==> config.mk <==
export PLATFORM = sky130hd
export DESIGN_NAME = lsr_line_status_regs
export DESIGN_NICKNAME = d
export VERILOG_FILES = /design/src/lsr_pkg.sv /design/src/lsr_pin_sync.sv /design/src/lsr_line_status_regs.sv
export SDC_FILE = /design/constraint.sdc
export NUM_CORES = 1
export LEC_CHECK = 0
export BUFFER_PORTS_ARGS = -buffer_cell sky130_fd_sc_hd__buf_2
export CORE_MARGIN = 1.5
export CORE_UTILIZATION = 47
export CTS_CLUSTER_SIZE = 40
export DETAILED_ROUTE_END_ITERATION = 8
export GPL_TIMING_DRIVEN = 0
export HOLD_SLACK_MARGIN = 0.1
export PLACE_DENSITY = 0.68
export SLEW_MARGIN = 20
export SYNTH_ARGS = -nofsm -noshare
export SYNTH_HDL_FRONTEND = slang
export SYNTH_SLANG_ARGS = --single-unit
==> constraint.sdc <==
create_clock -name core_clk_in -period 13.75 [get_ports core_clk_in]
set_input_delay 2.75 -clock core_clk_in [delete_from_list [all_inputs] [get_ports core_clk_in]]
set_output_delay 2.75 -clock core_clk_in [all_outputs]
set_load 0.01 [all_outputs]
==> src/lsr_pkg.sv <==
/*
  Shared definitions for the line status and ring mode register bank:
  register indices, field positions, reset values, timing counts and the
  packed carriers for the sampled line-side signals.
  Assumes a 40 MHz core clock and an APB master with 32-bit data.
*/
package lsr_pkg;

  // Register indices as numbered in the device map; byte address is four times the index.
  localparam logic [7:0] LSR_IDX_LINE_CONTROL = 8'h11;
  localparam logic [7:0] LSR_IDX_RING_MODE = 8'h12;
  localparam logic [7:0] LSR_IDX_LINE_STATUS = 8'h13;
  localparam logic [7:0] LSR_IDX_MON_RX_GAIN = 8'h14;

  // Field positions in line_control.
  localparam int LSR_CTL_BILLING_FLAG = 0;
  localparam int LSR_CTL_RX_OVL_LATCH = 1;
  localparam int LSR_CTL_BILLING_EN = 2;
  localparam int LSR_CTL_RING_VALID_EN = 3;
  localparam int LSR_CTL_CURRENT_LIMIT_SELECT_SEL = 4;
  localparam int LSR_CTL_RX_OVL_IRQ = 5;

  // Field positions in ring_mode_control and line_condition_status.
  localparam int LSR_RING_FULLWAVE = 1;
  localparam int LSR_STAT_OVERCURRENT = 0;
  localparam int LSR_STAT_DROPOUT = 1;
  localparam int LSR_STAT_LIVE_OVL = 2;

  // Reset values.
  localparam logic [7:0] LSR_RST_LINE_CONTROL = 8'h00;
  localparam logic [7:0] LSR_RST_RING_MODE = 8'h00;
  localparam logic [7:0] LSR_RST_MON_RX_GAIN = 8'h00;

  // Monitor gain: code divided by 64, that is a right shift by six.
  localparam int LSR_GAIN_SHIFT = 6;

  // Timing: core clock rate, microsecond tick and the one-shot timeout.
  localparam int LSR_CLK_HZ = 40000000;
  localparam int LSR_TICK_NS = 1000;
  localparam int LSR_TICK_CYCLES = (LSR_TICK_NS * (LSR_CLK_HZ / 1000000)) / 1000;
  localparam int LSR_ONESHOT_US = 2000;
  localparam int LSR_ONESHOT_TICKS = LSR_ONESHOT_US * 1000 / LSR_TICK_NS;

  // Number of line-side inputs carried through the synchroniser.
  localparam int LSR_PIN_COUNT = 11;

  // Line-side inputs after synchronisation.
  typedef struct packed {
    logic rx_overload;
    logic offhook_count_done;
    logic loop_current;
    logic offhook;
    logic line_side_enable;
    logic overcurrent_160;
    logic overcurrent_60;
    logic supply_disrupt;
    logic ring_halfwave;
    logic ring_fullwave;
    logic ring_crossing;
  } lsr_pins_type;

  // Ring-detect output source selection.
  typedef enum logic [1:0] {
    LSR_SRC_HALFWAVE,
    LSR_SRC_FULLWAVE,
    LSR_SRC_ENVELOPE,
    LSR_SRC_ONESHOT
  } lsr_ring_src_type;

  // One-shot state.
  typedef enum logic {
    LSR_OS_IDLE,
    LSR_OS_RUN
  } lsr_os_state_type;

endpackage

==> src/lsr_pin_sync.sv <==
/*
  Three-flop input synchroniser for a group of asynchronous pins. A change
  is taken only once the second and third stages agree.
  Assumes one core clock and a synchronous active-high reset.
*/
`timescale 1ns/10ps
`default_nettype none
module lsr_pin_sync #(
  parameter int WIDTH = 1
) (
  input wire logic core_clk_in,
  input wire logic rst_in,
  input wire logic [WIDTH-1:0] async_in,
  output logic [WIDTH-1:0] sync_out
);

  logic [WIDTH-1:0] stage1;
  logic [WIDTH-1:0] stage2;
  logic [WIDTH-1:0] stage3;
  logic [WIDTH-1:0] next_sync;

  // Bits move only where the two later stages agree, filtering a one-cycle glitch.
  always_comb begin
    next_sync = sync_out;
    for (int i = 0; i < WIDTH; i++) begin
      if (stage2[i] == stage3[i]) begin
        next_sync[i] = stage3[i];
      end
    end
  end

  // The first stage feeds only the second stage.
  always_ff @(posedge core_clk_in) begin
    if (rst_in) begin
      stage1 <= '0;
      stage2 <= '0;
      stage3 <= '0;
      sync_out <= '0;
    end else begin
      stage1 <= async_in;
      stage2 <= stage1;
      stage3 <= stage2;
      sync_out <= next_sync;
    end
  end

endmodule // lsr_pin_sync
`default_nettype wire

==> src/lsr_line_status_regs.sv <==
/*
  Line status and ring mode register bank with an APB slave port. Holds the
  ring detector mode, the live line condition flags, the latched receive
  overload and billing tone state, and the monitor receive gain stage.
  Assumes the analog detectors drive asynchronous level pins and the receive
  samples arrive on the core clock.
*/
`timescale 1ns/10ps
`default_nettype none
module lsr_line_status_regs
  import lsr_pkg::*;
#(
  parameter int ONESHOT_TICKS = LSR_ONESHOT_TICKS
) (
  input wire logic core_clk_in,
  input wire logic rst_in,
  input wire logic psel_in,
  input wire logic penable_in,
  input wire logic pwrite_in,
  input wire logic [9:0] paddr_in,
  input wire logic [31:0] pwdata_in,
  input wire logic [3:0] pstrb_in,
  output logic [31:0] prdata_out,
  output logic pready_out,
  output logic pslverr_out,
  input wire logic rx_overload_in,
  input wire logic offhook_count_done_in,
  input wire logic loop_current_in,
  input wire logic offhook_in,
  input wire logic line_side_enable_in,
  input wire logic overcurrent_160_in,
  input wire logic overcurrent_60_in,
  input wire logic supply_disrupt_in,
  input wire logic ring_halfwave_in,
  input wire logic ring_fullwave_in,
  input wire logic ring_crossing_in,
  input wire logic ring_envelope_in,
  input wire logic signed [15:0] rx_sample_in,
  input wire logic rx_sample_valid_in,
  output logic signed [15:0] call_progress_monitor_out,
  output logic monitor_valid_out,
  output logic ring_detect_output,
  output logic offhook_hold_out,
  output logic rx_overload_irq_flag_out
);

  lsr_pins_type pins;
  logic [LSR_PIN_COUNT-1:0] pins_raw;
  logic [LSR_PIN_COUNT-1:0] pins_sync;

  // Register state.
  logic rectifier_fullwave_select;
  logic ring_validation_enable;
  logic billing_tone_detect_enable;
  logic current_limit_select;
  logic latched_rx_overload;
  logic rx_overload_irq_flag;
  logic billing_tone_flag;
  logic [7:0] monitor_rx_gain;
  logic next_fullwave;
  logic next_ring_valid_en;
  logic next_billing_en;
  logic next_current_limit_select;
  logic next_latched_ovl;
  logic next_irq_flag;
  logic next_billing_flag;
  logic [7:0] next_gain;

  // Bus answer state.
  logic [31:0] next_prdata;
  logic next_pready;
  logic next_pslverr;

  // Live status and ring path state.
  logic live_overload_flag;
  logic line_dropout_flag;
  logic overcurrent_flag;
  logic next_live_ovl;
  logic next_dropout;
  logic next_overcurrent;
  logic next_ring_out;
  logic next_hold;
  lsr_ring_src_type ring_src;
  lsr_os_state_type os_state;
  lsr_os_state_type next_os_state;
  logic crossing_d;
  logic [5:0] tick_count;
  logic [5:0] next_tick_count;
  logic tick;
  logic next_tick;
  logic [15:0] os_count;
  logic [15:0] next_os_count;

  // Monitor gain path state.
  logic signed [24:0] product;
  logic signed [24:0] scaled;
  logic signed [15:0] next_monitor;
  logic next_monitor_valid;

  // Access decode.
  logic access;
  logic wr_en;
  logic [7:0] reg_idx;
  logic idx_ok;
  logic [7:0] wbyte;

  assign pins_raw = {rx_overload_in, offhook_count_done_in, loop_current_in, offhook_in,
                     line_side_enable_in, overcurrent_160_in, overcurrent_60_in,
                     supply_disrupt_in, ring_halfwave_in, ring_fullwave_in, ring_crossing_in};
  assign pins = lsr_pins_type'(pins_sync);

  // All analog detector levels cross into the core clock here.
  lsr_pin_sync #(
    .WIDTH(LSR_PIN_COUNT)
  ) u_pin_sync (
    .core_clk_in(core_clk_in),
    .rst_in(rst_in),
    .async_in(pins_raw),
    .sync_out(pins_sync)
  );

  // Envelope comes from the validation logic on this clock, so it is not synchronised.
  assign access = psel_in && penable_in && !pready_out;
  assign reg_idx = paddr_in[9:2];
  assign idx_ok = (paddr_in[1:0] == 2'b00) &&
                  ((reg_idx == LSR_IDX_LINE_CONTROL) || (reg_idx == LSR_IDX_RING_MODE) ||
                   (reg_idx == LSR_IDX_LINE_STATUS) || (reg_idx == LSR_IDX_MON_RX_GAIN));
  assign wr_en = access && pwrite_in && idx_ok && pstrb_in[0];
  assign wbyte = pwdata_in[7:0];

  // Bus answer: one wait state, so pready rises in the second access cycle.
  always_comb begin
    next_pready = access;
    next_pslverr = access && !idx_ok;
    next_prdata = prdata_out;
    if (access && !pwrite_in) begin
      next_prdata = 32'h0000_0000;
      case (reg_idx)
        LSR_IDX_LINE_CONTROL: begin
          next_prdata[LSR_CTL_BILLING_FLAG] = billing_tone_flag;
          next_prdata[LSR_CTL_RX_OVL_LATCH] = latched_rx_overload;
          next_prdata[LSR_CTL_BILLING_EN] = billing_tone_detect_enable;
          next_prdata[LSR_CTL_RING_VALID_EN] = ring_validation_enable;
          next_prdata[LSR_CTL_CURRENT_LIMIT_SELECT_SEL] = current_limit_select;
          next_prdata[LSR_CTL_RX_OVL_IRQ] = rx_overload_irq_flag;
        end
        LSR_IDX_RING_MODE: begin
          next_prdata[LSR_RING_FULLWAVE] = rectifier_fullwave_select;
        end
        LSR_IDX_LINE_STATUS: begin
          next_prdata[LSR_STAT_OVERCURRENT] = overcurrent_flag;
          next_prdata[LSR_STAT_DROPOUT] = line_dropout_flag;
          next_prdata[LSR_STAT_LIVE_OVL] = live_overload_flag;
        end
        LSR_IDX_MON_RX_GAIN: begin
          next_prdata[7:0] = monitor_rx_gain;
        end
        default: begin
          next_prdata = 32'h0000_0000;
        end
      endcase
    end
  end

  // Register writes; hardware sets win over a software clear in the same cycle.
  always_comb begin
    next_fullwave = rectifier_fullwave_select;
    next_ring_valid_en = ring_validation_enable;
    next_billing_en = billing_tone_detect_enable;
    next_current_limit_select = current_limit_select;
    next_gain = monitor_rx_gain;
    next_latched_ovl = latched_rx_overload;
    next_irq_flag = rx_overload_irq_flag;
    next_billing_flag = billing_tone_flag;
    if (wr_en) begin
      case (reg_idx)
        LSR_IDX_LINE_CONTROL: begin
          next_billing_en = wbyte[LSR_CTL_BILLING_EN];
          next_ring_valid_en = wbyte[LSR_CTL_RING_VALID_EN];
          next_current_limit_select = wbyte[LSR_CTL_CURRENT_LIMIT_SELECT_SEL];
          if (!wbyte[LSR_CTL_RX_OVL_LATCH]) begin
            next_latched_ovl = 1'b0;
            next_irq_flag = 1'b0;
          end
          if (!wbyte[LSR_CTL_BILLING_EN]) begin
            next_billing_flag = 1'b0;
          end
        end
        LSR_IDX_RING_MODE: begin
          next_fullwave = wbyte[LSR_RING_FULLWAVE]; // Other bits are dropped.
        end
        LSR_IDX_MON_RX_GAIN: begin
          next_gain = wbyte;
        end
        default: begin
          next_gain = monitor_rx_gain;
        end
      endcase
    end
    // The latched bit uses the same masked detection as the live flag.
    if (pins.rx_overload && pins.offhook_count_done) begin
      next_latched_ovl = 1'b1;
      next_irq_flag = 1'b1;
    end
    // Only a disruption seen while detection is enabled and off-hook is flagged.
    if (billing_tone_detect_enable && pins.offhook && pins.supply_disrupt) begin
      next_billing_flag = 1'b1;
    end
  end

  // Live flags follow their causes and need no clear from software.
  always_comb begin
    next_live_ovl = pins.rx_overload && pins.offhook_count_done;
    next_dropout = !pins.loop_current ||
                   (!pins.offhook && pins.line_side_enable);
    next_overcurrent = current_limit_select ? pins.overcurrent_60 :
                                              pins.overcurrent_160;
    next_hold = billing_tone_detect_enable && pins.offhook && pins.supply_disrupt;
  end

  // Ring-detect source: validation enable picks the pair, the select bit the member.
  always_comb begin
    if (!ring_validation_enable) begin
      ring_src = rectifier_fullwave_select ? LSR_SRC_FULLWAVE : LSR_SRC_HALFWAVE;
    end else begin
      ring_src = rectifier_fullwave_select ? LSR_SRC_ONESHOT : LSR_SRC_ENVELOPE;
    end
  end

  // Microsecond tick divider keeps the one-shot counter narrow.
  always_comb begin
    next_tick = 1'b0;
    if (tick_count == 6'(LSR_TICK_CYCLES - 1)) begin
      next_tick_count = 6'h00;
      next_tick = 1'b1;
    end else begin
      next_tick_count = tick_count + 6'h01;
    end
  end

  // One-shot: a rising synchronised crossing starts it, a fixed tick count ends it.
  always_comb begin
    next_os_state = os_state;
    next_os_count = os_count;
    case (os_state)
      LSR_OS_IDLE: begin
        next_os_count = 16'h0000;
        if (pins.ring_crossing && !crossing_d) begin
          next_os_state = LSR_OS_RUN;
        end
      end
      LSR_OS_RUN: begin
        if (tick) begin
          if (os_count == 16'(ONESHOT_TICKS - 1)) begin
            next_os_state = LSR_OS_IDLE;
          end else begin
            next_os_count = os_count + 16'h0001;
          end
        end
      end
      default: begin
        next_os_state = LSR_OS_IDLE;
      end
    endcase
    case (ring_src)
      LSR_SRC_HALFWAVE: next_ring_out = pins.ring_halfwave;
      LSR_SRC_FULLWAVE: next_ring_out = pins.ring_fullwave;
      LSR_SRC_ENVELOPE: next_ring_out = ring_envelope_in;
      LSR_SRC_ONESHOT: next_ring_out = (os_state == LSR_OS_RUN);
      default: next_ring_out = 1'b0;
    endcase
  end

  // Monitor gain: sample times code over 64, saturated; code zero yields silence.
  always_comb begin
    product = 25'(rx_sample_in) * $signed({1'b0, monitor_rx_gain});
    scaled = product >>> LSR_GAIN_SHIFT;
    if (monitor_rx_gain == 8'h00) begin
      next_monitor = 16'sh0000;
    end else if (scaled > 25'sh0007fff) begin
      next_monitor = 16'sh7fff;
    end else if (scaled < -25'sh0008000) begin
      next_monitor = -16'sh8000;
    end else begin
      next_monitor = scaled[15:0];
    end
    if (!rx_sample_valid_in) begin
      next_monitor = call_progress_monitor_out;
    end
    next_monitor_valid = rx_sample_valid_in;
  end

  // All state registers; every output comes from one of these flops.
  always_ff @(posedge core_clk_in) begin
    if (rst_in) begin
      rectifier_fullwave_select <= LSR_RST_RING_MODE[LSR_RING_FULLWAVE];
      ring_validation_enable <= LSR_RST_LINE_CONTROL[LSR_CTL_RING_VALID_EN];
      billing_tone_detect_enable <= LSR_RST_LINE_CONTROL[LSR_CTL_BILLING_EN];
      current_limit_select <= LSR_RST_LINE_CONTROL[LSR_CTL_CURRENT_LIMIT_SELECT_SEL];
      latched_rx_overload <= LSR_RST_LINE_CONTROL[LSR_CTL_RX_OVL_LATCH];
      rx_overload_irq_flag <= LSR_RST_LINE_CONTROL[LSR_CTL_RX_OVL_IRQ];
      billing_tone_flag <= LSR_RST_LINE_CONTROL[LSR_CTL_BILLING_FLAG];
      monitor_rx_gain <= LSR_RST_MON_RX_GAIN;
      prdata_out <= 32'h0000_0000;
      pready_out <= 1'b0;
      pslverr_out <= 1'b0;
      live_overload_flag <= 1'b0;
      line_dropout_flag <= 1'b0;
      overcurrent_flag <= 1'b0;
      ring_detect_output <= 1'b0;
      offhook_hold_out <= 1'b0;
      rx_overload_irq_flag_out <= 1'b0;
      os_state <= LSR_OS_IDLE;
      os_count <= 16'h0000;
      crossing_d <= 1'b0;
      tick_count <= 6'h00;
      tick <= 1'b0;
      call_progress_monitor_out <= 16'sh0000;
      monitor_valid_out <= 1'b0;
    end else begin
      rectifier_fullwave_select <= next_fullwave;
      ring_validation_enable <= next_ring_valid_en;
      billing_tone_detect_enable <= next_billing_en;
      current_limit_select <= next_current_limit_select;
      latched_rx_overload <= next_latched_ovl;
      rx_overload_irq_flag <= next_irq_flag;
      billing_tone_flag <= next_billing_flag;
      monitor_rx_gain <= next_gain;
      prdata_out <= next_prdata;
      pready_out <= next_pready;
      pslverr_out <= next_pslverr;
      live_overload_flag <= next_live_ovl;
      line_dropout_flag <= next_dropout;
      overcurrent_flag <= next_overcurrent;
      ring_detect_output <= next_ring_out;
      offhook_hold_out <= next_hold;
      rx_overload_irq_flag_out <= next_irq_flag;
      os_state <= next_os_state;
      os_count <= next_os_count;
      crossing_d <= pins.ring_crossing;
      tick_count <= next_tick_count;
      tick <= next_tick;
      call_progress_monitor_out <= next_monitor;
      monitor_valid_out <= next_monitor_valid;
    end
  end

endmodule // lsr_line_status_regs
`default_nettype wire

# Yosys cells after proc, flatten, opt, wreduce, memory -nomap -nowiden
# Cells that the tools add are included.
# word_totals
ff_bits	115
out_inout_bits	54
# classes
add_sub_neg	2
n_mul	1
magnitude_cmp	2
n_eq_ne	24
muxes	29
bitwise_logic	1
n_reduce_logical	37
# op_table
op	n
two-way mux 16 bit	5
equality test 8 x 5 -> 1 bit (second input constant)	4
case mux 16 bit (2 select lines)	1
multiplier 16 x 9 -> 25 bit	1
> comparator 19 x 16 -> 1 bit (second input constant)	1
< comparator 19 x 16 -> 1 bit (second input constant)	1
adder 16 x 1 -> 16 bit (second input constant)	1
equality test 16 x 11 -> 1 bit (second input constant)	1
two-way mux 1 bit	15
logical AND 1 bit	13
equality test 1 bit	11
zero test 8 bit	1
case mux 1 bit (4 select lines)	2
AND reduction 2 bit	4
nonzero test 2 bit	4
adder 6 x 1 -> 6 bit (second input constant)	1
equality test 6 bit (second input constant)	1
zero test 1 bit	6
inequality test 2 x 1 -> 1 bit (second input constant)	3
case mux 1 bit (3 select lines)	2
case mux 3 bit (2 select lines)	1
AND reduction 3 bit	2
equality test 2 bit (second input constant)	2
zero test 2 bit	2
7 further kinds	11

# Longest topological paths before layout
# Gate-level depths: netlist of the first run.
# logic_depth
ltp_word	9
ltp_mapped	20

# Modules after synthesis
# Synthesis of the first run repeated with hierarchy kept, for this count alone.
# unflattened
hier_cells	999
hier_area_um2	9047.4
# by_module_without_submodules
module	instances	cells_each	area_per_inst_um2
lsr_line_status_regs	1	885	7753.7
lsr_pin_sync	1	114	1293.7

# Worst setup path before layout of the first run
# OpenSTA, ideal clock, no wires.
# synth_path
kind	input to register
from	input port rx_sample_in[15]
to	register call_progress_monitor_out[4]
setup_time_ns	0.058
arrival_time_ns	7.467
setup_slack_ns	6.225
path_stages	16
path_buffers	1
path_cell_list	and2_1 -> fa_1 -> inv_1 -> fa_1 -> fa_1 -> fa_1 -> inv_1 -> ha_1 -> a21oi_1 -> o211ai_1 -> and3_1 -> or4_4 -> and2_4 -> o41ai_4 -> buf_6 -> a221o_2
# synth_between
elab_chain_len	5
# synth_rtl
item	line	text
from (decl)	lsr_line_status_regs.sv:38	input wire logic signed [15:0] rx_sample_in,
multiplier 16 x 9 -> 25 bit (*)	lsr_line_status_regs.sv:276	product = 25'(rx_sample_in) * $signed({1'b0, monitor_rx_gain});
< comparator 19 x 16 -> 1 bit	lsr_line_status_regs.sv:282	end else if (scaled < -25'sh0008000) begin
two-way mux 16 bit	lsr_line_status_regs.sv:282	
two-way mux 16 bit (*)	lsr_line_status_regs.sv:280	end else if (scaled > 25'sh0007fff) begin
two-way mux 16 bit (*)	lsr_line_status_regs.sv:278	if (monitor_rx_gain == 8'h00) begin
to (signal assigned)	lsr_line_status_regs.sv:343	call_progress_monitor_out <= next_monitor;
to (decl)	lsr_line_status_regs.sv:40	output logic signed [15:0] call_progress_monitor_out,
# Every way passes the cells marked *; elsewhere a longest branch is shown, timed or not.
# A chain may end at the register's enable or synchronous reset.

# Final worst setup path of the first run
# layout_path
from	input port rx_sample_in[15]
to	register call_progress_monitor_out[0]
# Same word-level chain as after synthesis.

==> results.json, run 1 <==
{
  "firstDrtPassIters": 7,
  "finalHoldViolCount": 0,
  "synth_top_family_by_area": "adder cells",
  "drt_iter0_drc": 381,
  "ios": 134,
  "p_int_uw": 612.6,
  "hold_buffers": 0,
  "netlist_instances": 973,
  "wl_per_cell_um": 14.68,
  "synth_compound_area_share_pct": 8.553,
  "yosys.area_share.adder_pct": 29.48,
  "synth-simple-area-share_pct": 20.48,
  "clockBufferDepth": 2,
  "core_area_mm2": 0.01864,
  "hold_path.class": "flip-flop to flip-flop",
  "fin_skew_ns": 0.01122,
  "path_class": "input port to flip-flop",
  "fin_ws_ns": 5.764,
  "reg2regPathDepth": 19,
  "placed_area_mm2": 0.009679,
  "gp_congestion": 0.8626,
  "fmax_ghz": 0.1252,
  "antenna_left": 0,
  "worstReg2RegEnd": "call_progress_monitor_out[0]",
  "yosysTopAreaCell": "dfxtp_1",
  "rsz0062_at_grt": "false",
  "cts_made_buffers": 17,
  "grt_pass1_wl_um": 33110,
  "viasPerCell": 5.101,
  "whs_path_depth": 1,
  "p_seq_share_pct": 41.7,
  "min_to": "u_pin_sync.stage2[9]",
  "port-buffer-count": 81,
  "status": "complete, no violations",
  "grt_max_degree": 17,
  "grt_pass1_vias": 6796,
  "netlist.area_leader.share_pct": 25.88,
  "crit_fanout": 10,
  "setup_tns_ns": 0,
  "worstSetupStartpointType": "input port",
  "die_y_um": 140.6,
  "power_leakage_uw": 0.005081,
  "final_nets": 1325,
  "final_area_mm2": 0.01026,
  "setup_viol": 0,
  "ys_top_cells_by_area": "dfxtp_1 (26%), fa_1 (23%), ha_1 (6.8%)",
  "area_delta_synth_final_pct": 15.39,
  "cts_max_level": 4,
  "drc": 0,
  "swShare_pct": 25.33,
  "cts_tree": "yes",
  "final_common_cell": "inv_1",
  "ys_ff_latch": 115,
  "yosysSeqAreaShare_pct": 25.88,
  "cts_resized": 0,
  "combPwrFrac_pct": 4.7,
  "rows": 50,
  "vias": 6850,
  "maxCapViolCount": 0,
  "synth_edf_count": 0,
  "critPathCaptureType": "flip-flop",
  "slew_headroom_pct": 39.29,
  "dp_hpwl_um": 15550,
  "grt_usage_pct": 21.22,
  "timing.final.crit_share_pct": 58.08,
  "finalCriticalPeriod_ns": 7.986,
  "insertion_delay_ns": 0.41,
  "post_cts_buffers": 0,
  "grt_antenna_before_repair": 0,
  "die_w_um": 140.6,
  "avgSynthCellArea_um2": 9.142,
  "synth.area.mux_share_pct": 1.983,
  "syn_area_mm2": 0.008895,
  "clkSinkCount": 115,
  "powerDensity_mw_per_mm2": 79.93,
  "synth_xor_area_share_pct": 4.150,
  "netSwitchingPower_uw": 207.8,
  "arrival_ns": 8.28,
  "final-max-slew-violation-count": 0,
  "ys_async_sr_fraction_pct": 0,
  "ys_warn_count": 0,
  "vdd_drop_max_v": 0.00008083,
  "fp.dieArea_mm2": 0.01976,
  "p_clk_share_pct": 53.5,
  "clkTransAtPathRegs_ns": 0.06,
  "layout_common_cells": "inv_1 (142), dfxtp_1 (115), fa_1 (101)",
  "n_antenna_cell": 0,
  "initial_utilization_pct": 47.71,
  "gr-total-overflow": 0,
  "dp_slack_ns": 5.411,
  "routed_wl_um": 19720,
  "crit_required_ns": 14.04,
  "worstHoldStart": "u_pin_sync.stage1[9]",
  "reg2reg_setup_slack_ns": 7.17,
  "tightest_slew_ns": 0.9083,
  "root_buffer": "clkbuf_16",
  "drive_gt1_share_pct": 15.42,
  "synth-main-ff-cell": "dfxtp_1",
  "r2r-start": "monitor_rx_gain[2]",
  "ys_types": 62
}
[metal layers]
metal | up-vias | track usage [%] | wire [um]
met5 | - | 0 | 0
met4 | 0 | 6.469 | 414
met3 | 36 | 3.668 | 823
met2 | 182 | 35.17 | 9242
met1 | 3295 | 28.55 | 9241
li1 | 3337 | - | -
[power groups by stage]
| stage | registers (uW) | clock network [uW] | logic, uW |
|---|---|---|---|
| after global placement | 349 | 0 | 38.3 |
| after CTS | 342 | 446 | 38.8 |
| final | 342 | 439 | 38.9 |
| after detailed placement | 349 | 0 | 38.6 |
| after floorplan | 349 | 0 | 19.5 |
| after global routing | 343 | 461 | 42.8 |
[metrics by stage]
step	hold WS (ns)	util (%)	power [uW]	instances
6_report	0.4360	55.05	820.3	1343
3_3_place_gp	0.4144	51.92	387.5	1311
2_1_floorplan	0.4130	-	368.7	996
3_5_place_dp	0.4231	51.92	388.1	1311
5_1_grt	0.4522	55.05	846.8	1343
4_1_cts	0.4381	55.05	827.4	1343
[cell type report]
type	instances	area [um2]
clock inverters	15	158.9
well taps	234	292.8
fillers	1681	8379
clock buffers	17	425.4
multi-input cells	686	5841
inverters	142	533.0
repair buffers	81	405.4
plain buffers	53	305.3
flip-flops and latches	115	2302
[registers in the layout (all words and copies together), names as in the netlist, 6 cells and up]
name,flops
call_progress_monitor_out,16
monitor_rx_gain,8
os_count,16
prdata_out,8
tick_count,6
u_pin_sync.stage1,11
u_pin_sync.stage2,11
u_pin_sync.stage3,11
u_pin_sync.sync_out,11
[synth_stat cells, drive strengths merged, types with 3 or more instances]
library cell	number
nand4	9
clkbuf	22
xor2	17
a221o	15
nand3	16
and3	4
o31ai	4
nand4b	3
and2	73
nor2b	41
mux2i	12
xnor2	20
a211oi	4
o211ai	4
a21oi	34
nor2	62
nor3	13
buf	31
a31oi	4
a221oi	6
nor4	3
dfxtp	115
inv	142
or2	3
mux2	3
fa	101
nand2b	7
or4	4
and4	5
o21ai	23
nor4b	4
nand2	98
ha	48
[critical path, stage by stage]
cell      delay [ns]
buf_2           0.18
nand2_1         0.18
fa_1            0.72
inv_1           0.16
fa_1            0.53
fa_1            0.52
inv_1           0.06
fa_1            0.53
inv_1           0.04
ha_1            0.37
nand4_1         0.21
nor3_1          0.37
and4_4          0.31
o311ai_1        0.13
o31ai_1         0.45
o41ai_4         0.23
buf_6           0.20
a221o_2         0.34
[cells by family after synthesis]
family / Yosys count
simple gates: 351
buf+inv: 195
fa+ha+maj: 149
flops: 115
compound gates: 107
xor+xnor: 39
mux: 16
other cells: 1
[how the worst max path moves through the flow]
stage                           startpoint                      endpoint  depth (start not counted)
after floorplan           rx_sample_in[15]  call_progress_monitor_out[4]                         16
after global placement    rx_sample_in[15]  call_progress_monitor_out[0]                         18
after detailed placement  rx_sample_in[15]  call_progress_monitor_out[1]                         18
after CTS                 rx_sample_in[15]  call_progress_monitor_out[0]                         18
after global routing      rx_sample_in[15]  call_progress_monitor_out[2]                         18
final                     rx_sample_in[15]  call_progress_monitor_out[0]                         18
(Power assumes the default switching activity.)
==> run 2, diff against run 1 <==
PLACE_DENSITY = 0.7   (was 0.68)
clock period = 6.64 ns   (was 13.75 ns; I/O delays follow)
==> run 2 against run 1 <==
  * Sequential share of layout area hardly changed
  * Register-to-register slack worse by 6.7 ns
  * Final area is 0.15% higher
  * Utilization is 0.080 points higher
  * Power is 110% higher
  * Critical path depth is 2 lower
  * Global-route usage hardly changed
==> results.json, run 2 (synthesis results as in run 1) <==
{
  "grt_pass1_wl_um": 33150,
  "finalHoldViolCount": 0,
  "grt_pass1_vias": 6862,
  "die_y_um": 140.6,
  "grt_antenna_before_repair": 0,
  "finalPower_uw": 1682,
  "cts_max_level": 4,
  "tightest_slew_ns": 0.8930,
  "status": "complete, no violations",
  "fin_cells": 1343,
  "power_leakage_uw": 0.005075,
  "area_delta_synth_final_pct": 15.56,
  "clockBufferDepth": 2,
  "whs_ns": 0.4370,
  "slew_headroom_pct": 40.31,
  "hold_path.class": "flip-flop to flip-flop",
  "arrival_ns": 6.66,
  "dp_hpwl_um": 15420,
  "seqCellArea_mm2": 0.002302,
  "rows": 50,
  "setup_viol": 0,
  "slowest_stage": "fa_1",
  "worstSetupStartpointType": "input port",
  "path_class": "input port to flip-flop",
  "post_cts_buffers": 0,
  "clkTransAtPathRegs_ns": 0.06,
  "crit_required_ns": 7.00,
  "drt_iter0_drc": 346,
  "gp_congestion": 0.8581,
  "rsz0062_at_grt": "false",
  "drive_gt1_share_pct": 15.69,
  "critPathCaptureType": "flip-flop",
  "maxCapViolCount": 0,
  "ios": 134,
  "wl_per_cell_um": 14.67,
  "fill_cells": 1675,
  "port-buffer-count": 81,
  "fin_skew_ns": 0.01143,
  "top_regs": "call_progress_monitor_out x16, os_count x16",
  "n_antenna_cell": 0,
  "root_buffer": "clkbuf_16",
  "viasPerCell": 5.058,
  "final_common_cell": "inv_1",
  "drc": 0,
  "cp_cell_sequence": "buf_2 > nand2_1 > fa_1 > fa_1 > fa_1 > fa_1 > inv_1 > ha_1 > a21oi_1 > o211ai_1 > and3_1 > or4_4 > and2_4 > o41ai_4 > buf_6 > a221o_2",
  "fmax_ghz": 0.1587,
  "dp.cells": 1311,
  "routed_wl_um": 19710,
  "finalCriticalPeriod_ns": 6.300,
  "powerDensity_mw_per_mm2": 163.6,
  "cts_made_buffers": 17,
  "die_w_um": 140.6,
  "grt_usage_pct": 21.20,
  "crit_fanout": 10,
  "multiInputGateArea_mm2": 0.005852,
  "vdd_drop_max_v": 0.0001719,
  "insertion_delay_ns": 0.43,
  "fin_ws_ns": 0.3400,
  "layout_common_cells": "inv_1 (142), dfxtp_1 (115), fa_1 (101)",
  "gr-total-overflow": 0,
  "timing.final.crit_share_pct": 94.88,
  "slowest_delay_ns": 0.71,
  "core_area_mm2": 0.01864,
  "cts_tree": "yes",
  "final_nets": 1325,
  "grt_max_degree": 17,
  "fp.dieArea_mm2": 0.01976,
  "initial_utilization_pct": 47.71,
  "dp_slack_ns": -0.2250,
  "crit_top_cell": "fa_1",
  "clkSinkCount": 115,
  "final-max-slew-violation-count": 0,
  "firstDrtPassIters": 5,
  "vias": 6793,
  "antenna_left": 0
}
-- run 2: cell count changes in the layout (fill, tap and decap cells not counted), sizes merged --
cell and delta:
clkinvlp +2, buf -1, bufinv -1, clkbuf +1
inv -1
-- run 2: worst paths after layout --
kind,start,to,slack [ns],cells after the start
worst max-delay path,rx_sample_in[15],call_progress_monitor_out[4],0.34,16
worst min-delay path,u_pin_sync.stage1[3],u_pin_sync.stage2[3],0.44,1
worst max register to register,monitor_rx_gain[5],call_progress_monitor_out[3],0.45,19
worst min register to register,u_pin_sync.stage1[3],u_pin_sync.stage2[3],0.44,1
-- run 2: area by class of cell --
| class | count | share of cell area [%] |
|---|---|---|
| Sequential cell | 115 | 22.40 |
| Timing Repair Buffer | 81 | 3.944 |
| Inverter | 142 | 5.186 |
| Clock inverter | 15 | 1.570 |
| Multi-Input combinational cell | 686 | 56.93 |
| Buffer | 53 | 2.982 |
| Clock buffer | 17 | 4.139 |
| Tap cell | 234 | 2.848 |
-- run 2: per-layer routing --
layer	vias to the layer above	wire length, um	GRT usage, %
li1	3333	-	-
met3	35	1060	5.095
met2	197	9432	35.62
met1	3228	8820	27.20
met5	-	0	0
met4	0	392	6.524
-- run 2: worst max-delay path: cells and delay by family --
kind | cells | cell delay [ns]
buffers and inverters | 3 | 0.43
AO/OA/AOI/OAI | 4 | 1.12
adder cells (fa/ha/maj) | 5 | 2.77
AND/OR/NAND/NOR | 4 | 0.98
-- run 2: where the power goes --
part,internal (uW),switching (uW)
Sequential,703,5.66
Combinational,33.2,47.6
Clock,502,391
Total,1240,444
-- run 2: stage by stage --
stage	utilization (%)	instance area (um2)	setup TNS (ns)
finish	55.13	10280	0
global route	55.13	10280	0
CTS	55.07	10270	0
detailed placement	51.92	9679	-2.565
global placement	51.92	9679	-1.725
floorplan	-	8981	0
-- run 2: repair_timing --
| item | CTS | global route |
|---|---|---|
| hold buffers | 0 | 0 |
| setup endpoints to repair | 0 | 15 |
| gates resized for setup | 0 | 3 |
